===== src/mptl_map.svh =====
// Register offsets, field positions, reset values and timing constants
`ifndef MPTL_MAP_SVH
`define MPTL_MAP_SVH

// Time base
`define MPTL_CLK_MHZ       40
`define MPTL_TICK_US       1000
`define MPTL_TICK_CYC      (`MPTL_TICK_US * `MPTL_CLK_MHZ)
`define MPTL_MS_TICKS(ms)  ((ms) * 1000 / `MPTL_TICK_US)

// Protection timing in milliseconds
`define MPTL_UNBAL_MS      5000
`define MPTL_THERM_MS      3000
`define MPTL_GF_STEP_MS    100
`define MPTL_FLASH_MS      250

// Protection thresholds
`define MPTL_LIGHT_PCT     40
`define MPTL_UNBAL_PCT     50
`define MPTL_STALL_SCALE   36000
`define MPTL_COOL_SHIFT    17

// Loop output in microamps
`define MPTL_LOOP_ZERO_UA  4000
`define MPTL_LOOP_SPAN_UA  16000

// Register offsets (byte addresses)
`define MPTL_CTRL_OFS      8'h00
`define MPTL_STATUS_OFS    8'h04
`define MPTL_IRQ_STAT_OFS  8'h08
`define MPTL_IRQ_MASK_OFS  8'h0c
`define MPTL_THERMAL_OFS   8'h10
`define MPTL_LOOP_OFS      8'h14

// Control fields and reset value
`define MPTL_CTRL_SWRST_BIT    0
`define MPTL_CTRL_UNBAL_EN_BIT 1
`define MPTL_CTRL_RESET        32'h0000_0002

// Cause bits in the interrupt registers; the status register carries only bits 0 to 3
`define MPTL_CAUSE_OVL     0
`define MPTL_CAUSE_UNBAL   1
`define MPTL_CAUSE_THERM   2
`define MPTL_CAUSE_GF      3
`define MPTL_CAUSE_TEST    4

`endif


===== src/mptl_pkg.sv =====
// Types shared by the motor protection trip logic
package mptl_pkg;

	typedef enum logic {
		st_run,
		st_tripped
	} mptl_state_e;

	typedef logic [15:0] mptl_ms_t;

endpackage


===== src/mptl_tmr_if.sv =====
// Link between the trip logic and one qualification timer
`timescale 1ns/1ps
`default_nettype none

interface mptl_tmr_if;
	logic              run;
	logic              tick;
	mptl_pkg::mptl_ms_t limit;
	logic              done;

	modport ctl (output run, output tick, output limit, input done);
	modport tmr (input run, input tick, input limit, output done);
endinterface

`default_nettype wire


===== src/mptl_qual_timer.sv =====
// Qualification timer: condition must hold for a number of ticks
`timescale 1ns/1ps
`default_nettype none

module mptl_qual_timer (
	input  wire logic   core_clk_i,
	input  wire logic   rst_n_i,
	mptl_tmr_if.tmr     bus
);

	mptl_pkg::mptl_ms_t cnt;
	mptl_pkg::mptl_ms_t next_cnt;

	// Count only while the condition holds; a drop restarts timing
	always_comb begin
		next_cnt = cnt;
		if (!bus.run) begin
			next_cnt = '0;
		end else if (bus.tick && cnt < bus.limit) begin
			next_cnt = cnt + 16'h0001;
		end
	end

	always_ff @(posedge core_clk_i or negedge rst_n_i) begin
		if (!rst_n_i) begin
			cnt <= '0;
		end else begin
			cnt <= next_cnt;
		end
	end

	// Zero limit means instantaneous once the condition is seen
	assign bus.done = bus.run && (cnt >= bus.limit);

endmodule // mptl_qual_timer

`default_nettype wire


===== src/mptl_trip.sv =====
// Motor protection trip logic with APB register access
//
// Register access over APB and the placing of the registers were decided locally.
`timescale 1ns/1ps
`default_nettype none
`include "mptl_map.svh"

// Function
// RULE_01 - Unbalance trips after five seconds, lights indicator
// RULE_02 - No unbalance trip below forty percent load
// RULE_03 - Ground fault at pickup level trips
// RULE_04 - Ground fault delay counted on crystal ticks
// RULE_05 - Hot thermistor above threshold leads to trip
// RULE_06 - Hot thermistor must persist three seconds
// RULE_07 - No-sensor condition suppresses thermistor trip
// RULE_08 - Loop output four plus sixteen times ratio
// RULE_09 - Loop output zero with no current
// RULE_10 - Self-test trips and sets four indicators
// RULE_11 - Overload light flashes at or above pickup
// RULE_12 - Thermal memory shortens later overload trips
// RULE_13 - Status light on while powered
// RULE_14 - Unbalance from average minus minimum ratio
// RULE_15 - Integrate squared current, trip on threshold
// RULE_16 - Thermal integral decays while not overloaded
// RULE_17 - When tripped ignore faults, await reset
// RULE_18 - Latch trip; test-then-reset clears memory
// RULE_19 - Panel settings sampled as static inputs
module mptl_trip #(
	parameter int unsigned AW       = 12,
	parameter int unsigned TICK_CYC = `MPTL_TICK_CYC,
	parameter int unsigned RATED    = 2048
) (
	input  wire logic          core_clk_i,
	input  wire logic          rst_n_i,
	input  wire logic [7:0]    paddr_i,
	input  wire logic          psel_i,
	input  wire logic          penable_i,
	input  wire logic          pwrite_i,
	input  wire logic [31:0]   pwdata_i,
	output logic      [31:0]   prdata_o,
	output logic               pready_o,
	output logic               pslverr_o,
	input  wire logic [AW-1:0] avg_amp_i,
	input  wire logic [AW-1:0] min_amp_i,
	input  wire logic [AW-1:0] gf_amp_i,
	input  wire logic [AW-1:0] full_load_i,
	input  wire logic [3:0]    stall_curve_setting_i,
	input  wire logic [AW-1:0] gf_pickup_i,
	input  wire logic [3:0]    gf_delay_i,
	input  wire logic          therm_hot_i,
	input  wire logic          therm_nosens_i,
	input  wire logic          test_btn_i,
	input  wire logic          reset_btn_i,
	output logic               trip_o,
	output logic               ovl_led_o,
	output logic               unbal_led_o,
	output logic               therm_led_o,
	output logic               gf_led_o,
	output logic               status_led_o,
	output logic      [15:0]   loop_ua_o,
	output logic               irq_o
);

	localparam int unsigned SW = 5 * AW + 12;

	logic [SW-1:0]          sync_a;
	logic [SW-1:0]          sync_b;
	logic [AW-1:0]          avg, min_a, gf, fl, gfp;
	logic [3:0]             stall, gfd;
	logic                   hot, nosens, test_b, rst_b;
	logic                   test_d, rst_d, test_rise, rst_rise;
	logic [23:0]            tick_cnt, next_tick_cnt;
	logic                   tick;
	logic [15:0]            flash_cnt, next_flash_cnt;
	logic                   flash, next_flash;
	logic [63:0]            acc, next_acc, sq, thr;
	logic                   light, unbal_cond, gf_cond, therm_cond;
	logic                   ovl_pick, ovl_trip;
	logic [2:0]             tmr_run, tmr_done;
	mptl_pkg::mptl_ms_t     tmr_lim [3];
	mptl_pkg::mptl_state_e  state, next_state;
	logic [3:0]             cause, next_cause;
	logic                   test_seen, next_test_seen;
	logic                   clear_mem, sw_reset;
	logic [31:0]            ctrl, next_ctrl;
	logic [4:0]             irq_stat, next_irq_stat, irq_mask, next_irq_mask;
	logic [4:0]             trip_evt;
	logic [31:0]            next_prdata, rd_mux;
	logic                   next_pready, next_pslverr, mapped, wr_acc;
	logic [15:0]            next_loop;
	logic                   next_trip, next_ovl_led, next_unbal_led;
	logic                   next_therm_led, next_gf_led, next_irq;
	logic [31:0]            loop_calc;

	////////////////////////////////////////////////////////////////////////
	// Input synchronisers; panel settings treated as static levels
	always_ff @(posedge core_clk_i or negedge rst_n_i) begin
		if (!rst_n_i) begin
			sync_a <= '0;
			sync_b <= '0;
			test_d <= 1'b0;
			rst_d  <= 1'b0;
		end else begin
			sync_a <= {avg_amp_i, min_amp_i, gf_amp_i, full_load_i,
				stall_curve_setting_i, gf_pickup_i, gf_delay_i,
				therm_hot_i, therm_nosens_i, test_btn_i, reset_btn_i}; // RULE_19
			sync_b <= sync_a;
			test_d <= test_b;
			rst_d  <= rst_b;
		end
	end

	assign {avg, min_a, gf, fl, stall, gfp, gfd, hot, nosens, test_b,
		rst_b} = sync_b;
	assign test_rise = test_b && !test_d;
	assign rst_rise  = rst_b && !rst_d;

	////////////////////////////////////////////////////////////////////////
	// Millisecond tick from the crystal clock; drift free timing
	always_comb begin
		next_tick_cnt  = tick_cnt + 24'h000001;
		next_flash_cnt = flash_cnt;
		next_flash     = flash;
		if (tick) begin
			next_tick_cnt  = '0; // RULE_04
			next_flash_cnt = flash_cnt + 16'h0001;
			if (flash_cnt == 16'(`MPTL_MS_TICKS(`MPTL_FLASH_MS) - 1)) begin
				next_flash_cnt = '0;
				next_flash     = !flash;
			end
		end
	end

	assign tick = (tick_cnt == 24'(TICK_CYC - 1));

	always_ff @(posedge core_clk_i or negedge rst_n_i) begin
		if (!rst_n_i) begin
			tick_cnt  <= '0;
			flash_cnt <= '0;
			flash     <= 1'b0;
		end else begin
			tick_cnt  <= next_tick_cnt;
			flash_cnt <= next_flash_cnt;
			flash     <= next_flash;
		end
	end

	////////////////////////////////////////////////////////////////////////
	// Fault conditions from the digitised sensing
	always_comb begin
		light = (32'(avg) * 32'd100) <
			(32'(fl) * 32'(`MPTL_LIGHT_PCT)); // RULE_02
		unbal_cond = ctrl[`MPTL_CTRL_UNBAL_EN_BIT] && !light && avg > min_a
			&& (32'(avg - min_a) * 32'd100) >
			(32'(avg) * 32'(`MPTL_UNBAL_PCT)); // RULE_14
		gf_cond    = (gf != '0) && (gf >= gfp); // RULE_03
		therm_cond = hot && !nosens; // RULE_05 RULE_07
		ovl_pick   = (fl != '0) && (avg >= fl); // RULE_11
		sq         = 64'(avg) * 64'(avg);
		thr        = 64'(fl) * 64'(fl) * 64'(stall) *
			64'(`MPTL_STALL_SCALE); // RULE_12
		ovl_trip   = (thr != '0) && (acc >= thr); // RULE_15
	end

	////////////////////////////////////////////////////////////////////////
	// Thermal integral; decay gives roughly two minutes of memory
	always_comb begin
		next_acc = acc;
		if (clear_mem) begin
			next_acc = '0; // RULE_18
		end else if (tick && ovl_pick) begin
			next_acc = acc + sq; // RULE_15
		end else if (tick) begin
			next_acc = acc - (acc >> `MPTL_COOL_SHIFT); // RULE_16
		end
	end

	always_ff @(posedge core_clk_i or negedge rst_n_i) begin
		if (!rst_n_i) begin
			acc <= '0;
		end else begin
			acc <= next_acc;
		end
	end

	////////////////////////////////////////////////////////////////////////
	// Qualification timers: unbalance, ground fault, thermistor
	assign tmr_run = {therm_cond, gf_cond, unbal_cond} &
		{3{state == mptl_pkg::st_run}}; // RULE_17
	assign tmr_lim[0] = 16'(`MPTL_MS_TICKS(`MPTL_UNBAL_MS)); // RULE_01
	assign tmr_lim[1] = 16'(gfd) *
		16'(`MPTL_MS_TICKS(`MPTL_GF_STEP_MS)); // RULE_04
	assign tmr_lim[2] = 16'(`MPTL_MS_TICKS(`MPTL_THERM_MS)); // RULE_06

	mptl_tmr_if tmr_bus [3] ();

	for (genvar i = 0; i < 3; i++) begin : g_tmr
		assign tmr_bus[i].run   = tmr_run[i];
		assign tmr_bus[i].tick  = tick;
		assign tmr_bus[i].limit = tmr_lim[i];
		assign tmr_done[i]      = tmr_bus[i].done;
		mptl_qual_timer u_tmr (
			.core_clk_i (core_clk_i),
			.rst_n_i    (rst_n_i),
			.bus        (tmr_bus[i])
		);
	end

	////////////////////////////////////////////////////////////////////////
	// Trip state; causes latch until a reset request
	always_comb begin
		next_state     = state;
		next_cause     = cause;
		next_test_seen = test_seen;
		clear_mem      = 1'b0;
		trip_evt       = '0;
		unique case (state)
			mptl_pkg::st_run: begin
				if (test_rise) begin
					next_state     = mptl_pkg::st_tripped; // RULE_10
					next_cause     = 4'hf;
					next_test_seen = 1'b1;
					trip_evt       = 5'h1f;
				end else if (ovl_trip || (|tmr_done)) begin
					next_state = mptl_pkg::st_tripped; // RULE_18
					next_cause = {tmr_done[1], tmr_done[2], tmr_done[0],
						ovl_trip};
					trip_evt   = {1'b0, next_cause};
				end
			end
			mptl_pkg::st_tripped: begin
				// Faults ignored here; only a reset request is seen
				if (rst_rise || sw_reset) begin
					next_state     = mptl_pkg::st_run; // RULE_17
					next_cause     = '0;
					next_test_seen = 1'b0;
					clear_mem      = test_seen; // RULE_18
				end
			end
		endcase
	end

	always_ff @(posedge core_clk_i or negedge rst_n_i) begin
		if (!rst_n_i) begin
			state     <= mptl_pkg::st_run;
			cause     <= '0;
			test_seen <= 1'b0;
		end else begin
			state     <= next_state;
			cause     <= next_cause;
			test_seen <= next_test_seen;
		end
	end

	////////////////////////////////////////////////////////////////////////
	// Output drive: trip relay, indicators and loop value
	always_comb begin
		loop_calc = 32'(`MPTL_LOOP_ZERO_UA) + (32'(avg) *
			32'(`MPTL_LOOP_SPAN_UA)) / 32'(RATED); // RULE_08
		next_loop = (avg == '0) ? 16'h0000 : loop_calc[15:0]; // RULE_09
		next_trip      = (next_state == mptl_pkg::st_tripped);
		next_ovl_led   = next_cause[`MPTL_CAUSE_OVL] ||
			((next_state == mptl_pkg::st_run) && ovl_pick && flash); // RULE_11
		next_unbal_led = next_cause[`MPTL_CAUSE_UNBAL]; // RULE_01
		next_therm_led = next_cause[`MPTL_CAUSE_THERM];
		next_gf_led    = next_cause[`MPTL_CAUSE_GF];
	end

	// Status light goes on at the first edge and stays on
	always_ff @(posedge core_clk_i or negedge rst_n_i) begin
		if (!rst_n_i) begin
			trip_o       <= 1'b0;
			ovl_led_o    <= 1'b0;
			unbal_led_o  <= 1'b0;
			therm_led_o  <= 1'b0;
			gf_led_o     <= 1'b0;
			status_led_o <= 1'b0;
			loop_ua_o    <= '0;
		end else begin
			trip_o       <= next_trip;
			ovl_led_o    <= next_ovl_led;
			unbal_led_o  <= next_unbal_led;
			therm_led_o  <= next_therm_led;
			gf_led_o     <= next_gf_led;
			status_led_o <= 1'b1; // RULE_13
			loop_ua_o    <= next_loop;
		end
	end

	////////////////////////////////////////////////////////////////////////
	// APB slave: data and ready prepared in setup, one access cycle
	assign wr_acc   = psel_i && penable_i && pready_o && pwrite_i;
	assign sw_reset = wr_acc && (paddr_i == `MPTL_CTRL_OFS) &&
		pwdata_i[`MPTL_CTRL_SWRST_BIT];

	always_comb begin
		mapped = 1'b1;
		rd_mux = '0;
		unique case (paddr_i)
			`MPTL_CTRL_OFS:     rd_mux = {ctrl[31:1], 1'b0};
			`MPTL_STATUS_OFS:   rd_mux = {24'h0, test_seen, ovl_pick,
				(state == mptl_pkg::st_tripped), 1'b0, cause};
			`MPTL_IRQ_STAT_OFS: rd_mux = {27'h0, irq_stat};
			`MPTL_IRQ_MASK_OFS: rd_mux = {27'h0, irq_mask};
			`MPTL_THERMAL_OFS:  rd_mux = acc[47:16];
			`MPTL_LOOP_OFS:     rd_mux = {16'h0, loop_ua_o};
			default:            mapped = 1'b0;
		endcase
		next_pready  = psel_i && !penable_i;
		next_pslverr = next_pready && !mapped;
		next_prdata  = next_pready ? rd_mux : prdata_o;
		next_ctrl     = ctrl;
		next_irq_mask = irq_mask;
		next_irq_stat = irq_stat;
		if (wr_acc && paddr_i == `MPTL_CTRL_OFS) begin
			next_ctrl = pwdata_i & 32'h0000_0002;
		end
		if (wr_acc && paddr_i == `MPTL_IRQ_MASK_OFS) begin
			next_irq_mask = pwdata_i[4:0];
		end
		if (wr_acc && paddr_i == `MPTL_IRQ_STAT_OFS) begin
			next_irq_stat = irq_stat & ~pwdata_i[4:0];
		end
		// Set after clear so an event in the clear cycle survives
		next_irq_stat = next_irq_stat | trip_evt;
		next_irq      = |(next_irq_stat & next_irq_mask);
	end

	always_ff @(posedge core_clk_i or negedge rst_n_i) begin
		if (!rst_n_i) begin
			prdata_o  <= '0;
			pready_o  <= 1'b0;
			pslverr_o <= 1'b0;
			ctrl      <= `MPTL_CTRL_RESET;
			irq_stat  <= '0;
			irq_mask  <= '0;
			irq_o     <= 1'b0;
		end else begin
			prdata_o  <= next_prdata;
			pready_o  <= next_pready;
			pslverr_o <= next_pslverr;
			ctrl      <= next_ctrl;
			irq_stat  <= next_irq_stat;
			irq_mask  <= next_irq_mask;
			irq_o     <= next_irq;
		end
	end

endmodule // mptl_trip

`default_nettype wire


===== config.mk =====
export PLATFORM = sky130hd
export DESIGN_NAME = mptl_trip
export DESIGN_NICKNAME = d
export VERILOG_FILES = /design/src/mptl_pkg.sv /design/src/mptl_tmr_if.sv /design/src/mptl_qual_timer.sv /design/src/mptl_trip.sv
export VERILOG_INCLUDE_DIRS = /design/src
export SDC_FILE = /design/constraint.sdc
export NUM_CORES = 2
export LEC_CHECK = 0
export ABC_AREA = 1
export BUFFER_PORTS_ARGS = -buffer_cell sky130_fd_sc_hd__buf_2
export CORE_MARGIN = 1
export CORE_UTILIZATION = 35
export CTS_CLUSTER_DIAMETER = 200
export DETAILED_ROUTE_END_ITERATION = 6
export PLACE_DENSITY = 0.46
export SYNTH_ARGS = -nofsm -noshare
export SYNTH_HDL_FRONTEND = slang
export SYNTH_SLANG_ARGS = --single-unit

===== constraint.sdc =====
create_clock -name core_clk_i -period 20.5 [get_ports core_clk_i]
set_input_delay 3.075 -clock core_clk_i [delete_from_list [all_inputs] [get_ports core_clk_i]]
set_output_delay 3.075 -clock core_clk_i [all_outputs]
set_load 0.005 [all_outputs]

==> results.md <==
* Syn Inst Count at roughly 5600
* Post-route setup TNS at 0 ps
* Yosys top cell area share at a little over a fifth
* Slew HR at between 10% and 20%
* Post-CTS Setup Inserts at 0
* Hold Startpoint: sync_a[42]$_DFF_PN0_
* Synth Cell Area at 0.04355 mm²
* Initial antenna violation count at 5
* Unrepaired setup endpoints after global routing: no
* # IOs at roughly 170
* Peak Freq at ~70 MHz
* Antenna viol nets, final at 0
* Vias in the first global route at around 36000
* Syn_area_per_cell at 7.828 µm²
* Max Buffers Root-to-Sink at 3
* Critical Path Most Common Cell: nand2_1
* Async set or reset register ratio after synthesis at 100.0%
* Most frequent cells in the layout: 1149 x inv_1, 1108 x nand2_1, 626 x ha_1
* Filler instances at approximately 13000
* Fin Clk Skew at between 100 and 150 ps
* ANT cells at 0
* Reg2reg start: sync_b[29]$_DFF_PN0_
* Dpl hpwl at about 110 mm
* Yosys reg bits at around 370
* Worst path slowest cell: dfrtp_1
* Post-layout util at ~39%
* DR iter-0 viols at between 2000 and 2500
* Main synth FF type: dfrtp_1
* Most common cell after layout, fill and taps aside: inv_1
* Crit path kind: reg -> reg
* DRC at 0
* Total wire length at roughly 130 mm
* Average routed wire per standard cell at approximately 18 µm
* Ratio of cells with drive above 1 in the final layout at 5.714%
* Residual overflow from global routing at 0
* Pin count of the biggest net entering global routing at between 150 and 200
* Clk_lat worst skew at between 600 and 700 ps
* Die area at between 0.1 and 0.15 mm²
* Post-Syn Nets at between 6000 and 7000
* Synth area leaders: dfrtp_1 21%, ha_1 18%, fa_1 16%
* CTS hold repair buffers at 0
* Worst-margin pin slew at approximately 1300 ps
* EDFF count, synth at 0
* Fin. Hold Viols at 0
* Synth Warn # at 0
* Clock root cell: clkbuf_16
* RePlAce Congestion at around 0.95
* IO buf count at around 150
* Nets@finish at between 6000 and 7000
* Maxcap violations at 0
* Worst min path class: reg -> reg
* CP Launch Point: sync_b[29]$_DFF_PN0_
* GRT Total Usage at between 20% and 30%
* Distinct cells, synth at 70
* FP Rows at approximately 130
* Vias per cell at just under 5
* Final Slew Violations at 0
* Die Span X at between 300 and 400 µm
* First-pass detailed-route iteration total at 7
* Buf+Inv Stages, Crit Path at 6
* Clock Pin Slew Worst Setup and Hold Paths at ~60 ps
* Post-cts repair resize count at 0
* Worst Path Arrival at roughly 15000 ps
* Initial cell density of the core at 35.27%
* CP startpoint kind: flip-flop
* Fin crit period at roughly 14000 ps
* Outcome: finished clean
* Area grow syn2layout at 9.921%
* Tcrit/Tclk final at a little under 70%
* Cts bufs inserted at 48
* First-pass GRT wire length at 208.5 mm
* CP top delay family: adder cells
* Clock Sinks at approximately 370
* Core Footprint at about 0.12 mm²
* Setup violators final at 0
* H-Tree Depth at 2
* Sequential cell area fraction in the yosys report at between 20% and 30%
* DR vias at approximately 36000
* Cell taking the most area after synthesis: dfrtp_1
* Max FO, Critical Path at 15
* TritonCTS clock tree: yes
* CP max stage delay at approximately 780 ps
* Die Ht at 354.7 µm
* CP endpoint kind: flip-flop
* Req. time, crit path at 21010 ps
==> synthesized netlist by cell type, types with 9 or more instances <==
cell,instances
fa_1,351
o21ai_1,24
o21a_1,9
o221ai_1,9
o21ai_0,233
nor4_1,48
nor3_1,89
o21bai_1,22
o211ai_1,29
o31ai_1,25
inv_1,1149
nor2_1,397
clkbuf_1,49
nand2_1,1108
dfrtp_1,368
xnor2_1,65
a31oi_1,21
nand3b_1,11
nand3_1,189
a21o_1,25
buf_2,11
inv_2,12
a21oi_1,340
ha_1,626
xor2_1,141
a211oi_1,13
nand4_1,72
==> worst reg2reg max path: cells and delay by family (launching register included) <==
| family | cells | cell delay, ps |
|---|---|---|
| AO/OA/AOI/OAI | 13 | 2270 |
| XOR/XNOR | 2 | 900 |
| adder cells (fa/ha/maj) | 17 | 7230 |
| buffers and inverters | 6 | 330 |
| flip-flops | 1 | 780 |
| AND/OR/NAND/NOR | 21 | 2530 |
==> area by class of cell <==
cell class                      instances  area [µm²]  share of cell area [%]
Clock inverter                         24       284.0                  0.5933
Multi-Input combinational cell       3960       29630                   61.91
Clock buffer                           63        1308                   2.731
Inverter                             1166        4382                   9.154
Tap cell                             1637        2048                   4.279
Timing Repair Buffer                  176       978.4                   2.044
Sequential cell                       369        9235                   19.29
==> sequential cells by signal (all words and copies together) (netlist names), 4 cells and up <==
signal / count
flash_cnt: 16
loop_ua_o: 16
acc: 64
irq_mask: 5
sync_b: 72
tick_cnt: 24
irq_stat: 5
sync_a: 72
g_tmr.u_tmr.cnt: 48
cause: 4
prdata_o: 32
==> worst paths after layout <==
path	end	slack (ps)	cells past startpoint
max reg2reg	cause[2]$_DFFE_PN0P_	6280	59
max	cause[2]$_DFFE_PN0P_	6280	59
max in group asynchronous	sync_a[0]$_DFF_PN0_	16300	3
min in group asynchronous	acc[63]$_DFFE_PN0P_	2340	1
min	sync_b[42]$_DFF_PN0_	340	0
min reg2reg	sync_b[42]$_DFF_PN0_	340	0
==> per-layer routing <==
layer | track usage [%] | share of wire (%) | vias to the layer above
met2 | 35.42 | 46 | 659
met3 | 2.401 | 3.9 | 160
met4 | 5.578 | 2.7 | 4
met1 | 29.28 | 48 | 17110
met5 | 0 | 0.017 | -
li1 | - | - | 18090
==> stage by stage <==
stage | cells | worst slack [ps] | hold WS, ps | instance area [µm²]
after floorplan | 5563 | 8313 | 331.2 | 43550
after global placement | 7308 | 6159 | 331.3 | 46280
after detailed placement | 7308 | 6148 | 334.7 | 46280
after CTS | 7395 | 6104 | 342.1 | 47870
after global routing | 7395 | 5070 | 349.2 | 47870
final | 7395 | 6279 | 342.3 | 47870
==> cells by family (layout without fill, tap and decap cells) <==
group	Yosys count	count (layout)	share of synthesized area [%]
other cells	1	1	0.008611
buf+inv	1234	1429	10.76
compound gates	801	801	10.45
simple gates	1974	1974	19.27
fa+ha+maj	977	977	34.12
xor+xnor	207	207	4.180
flops	369	369	21.21
Power is left out: the tool's default activity adds up to more than one toggle a clock period on the data nets, which glitch-free logic cannot reach.
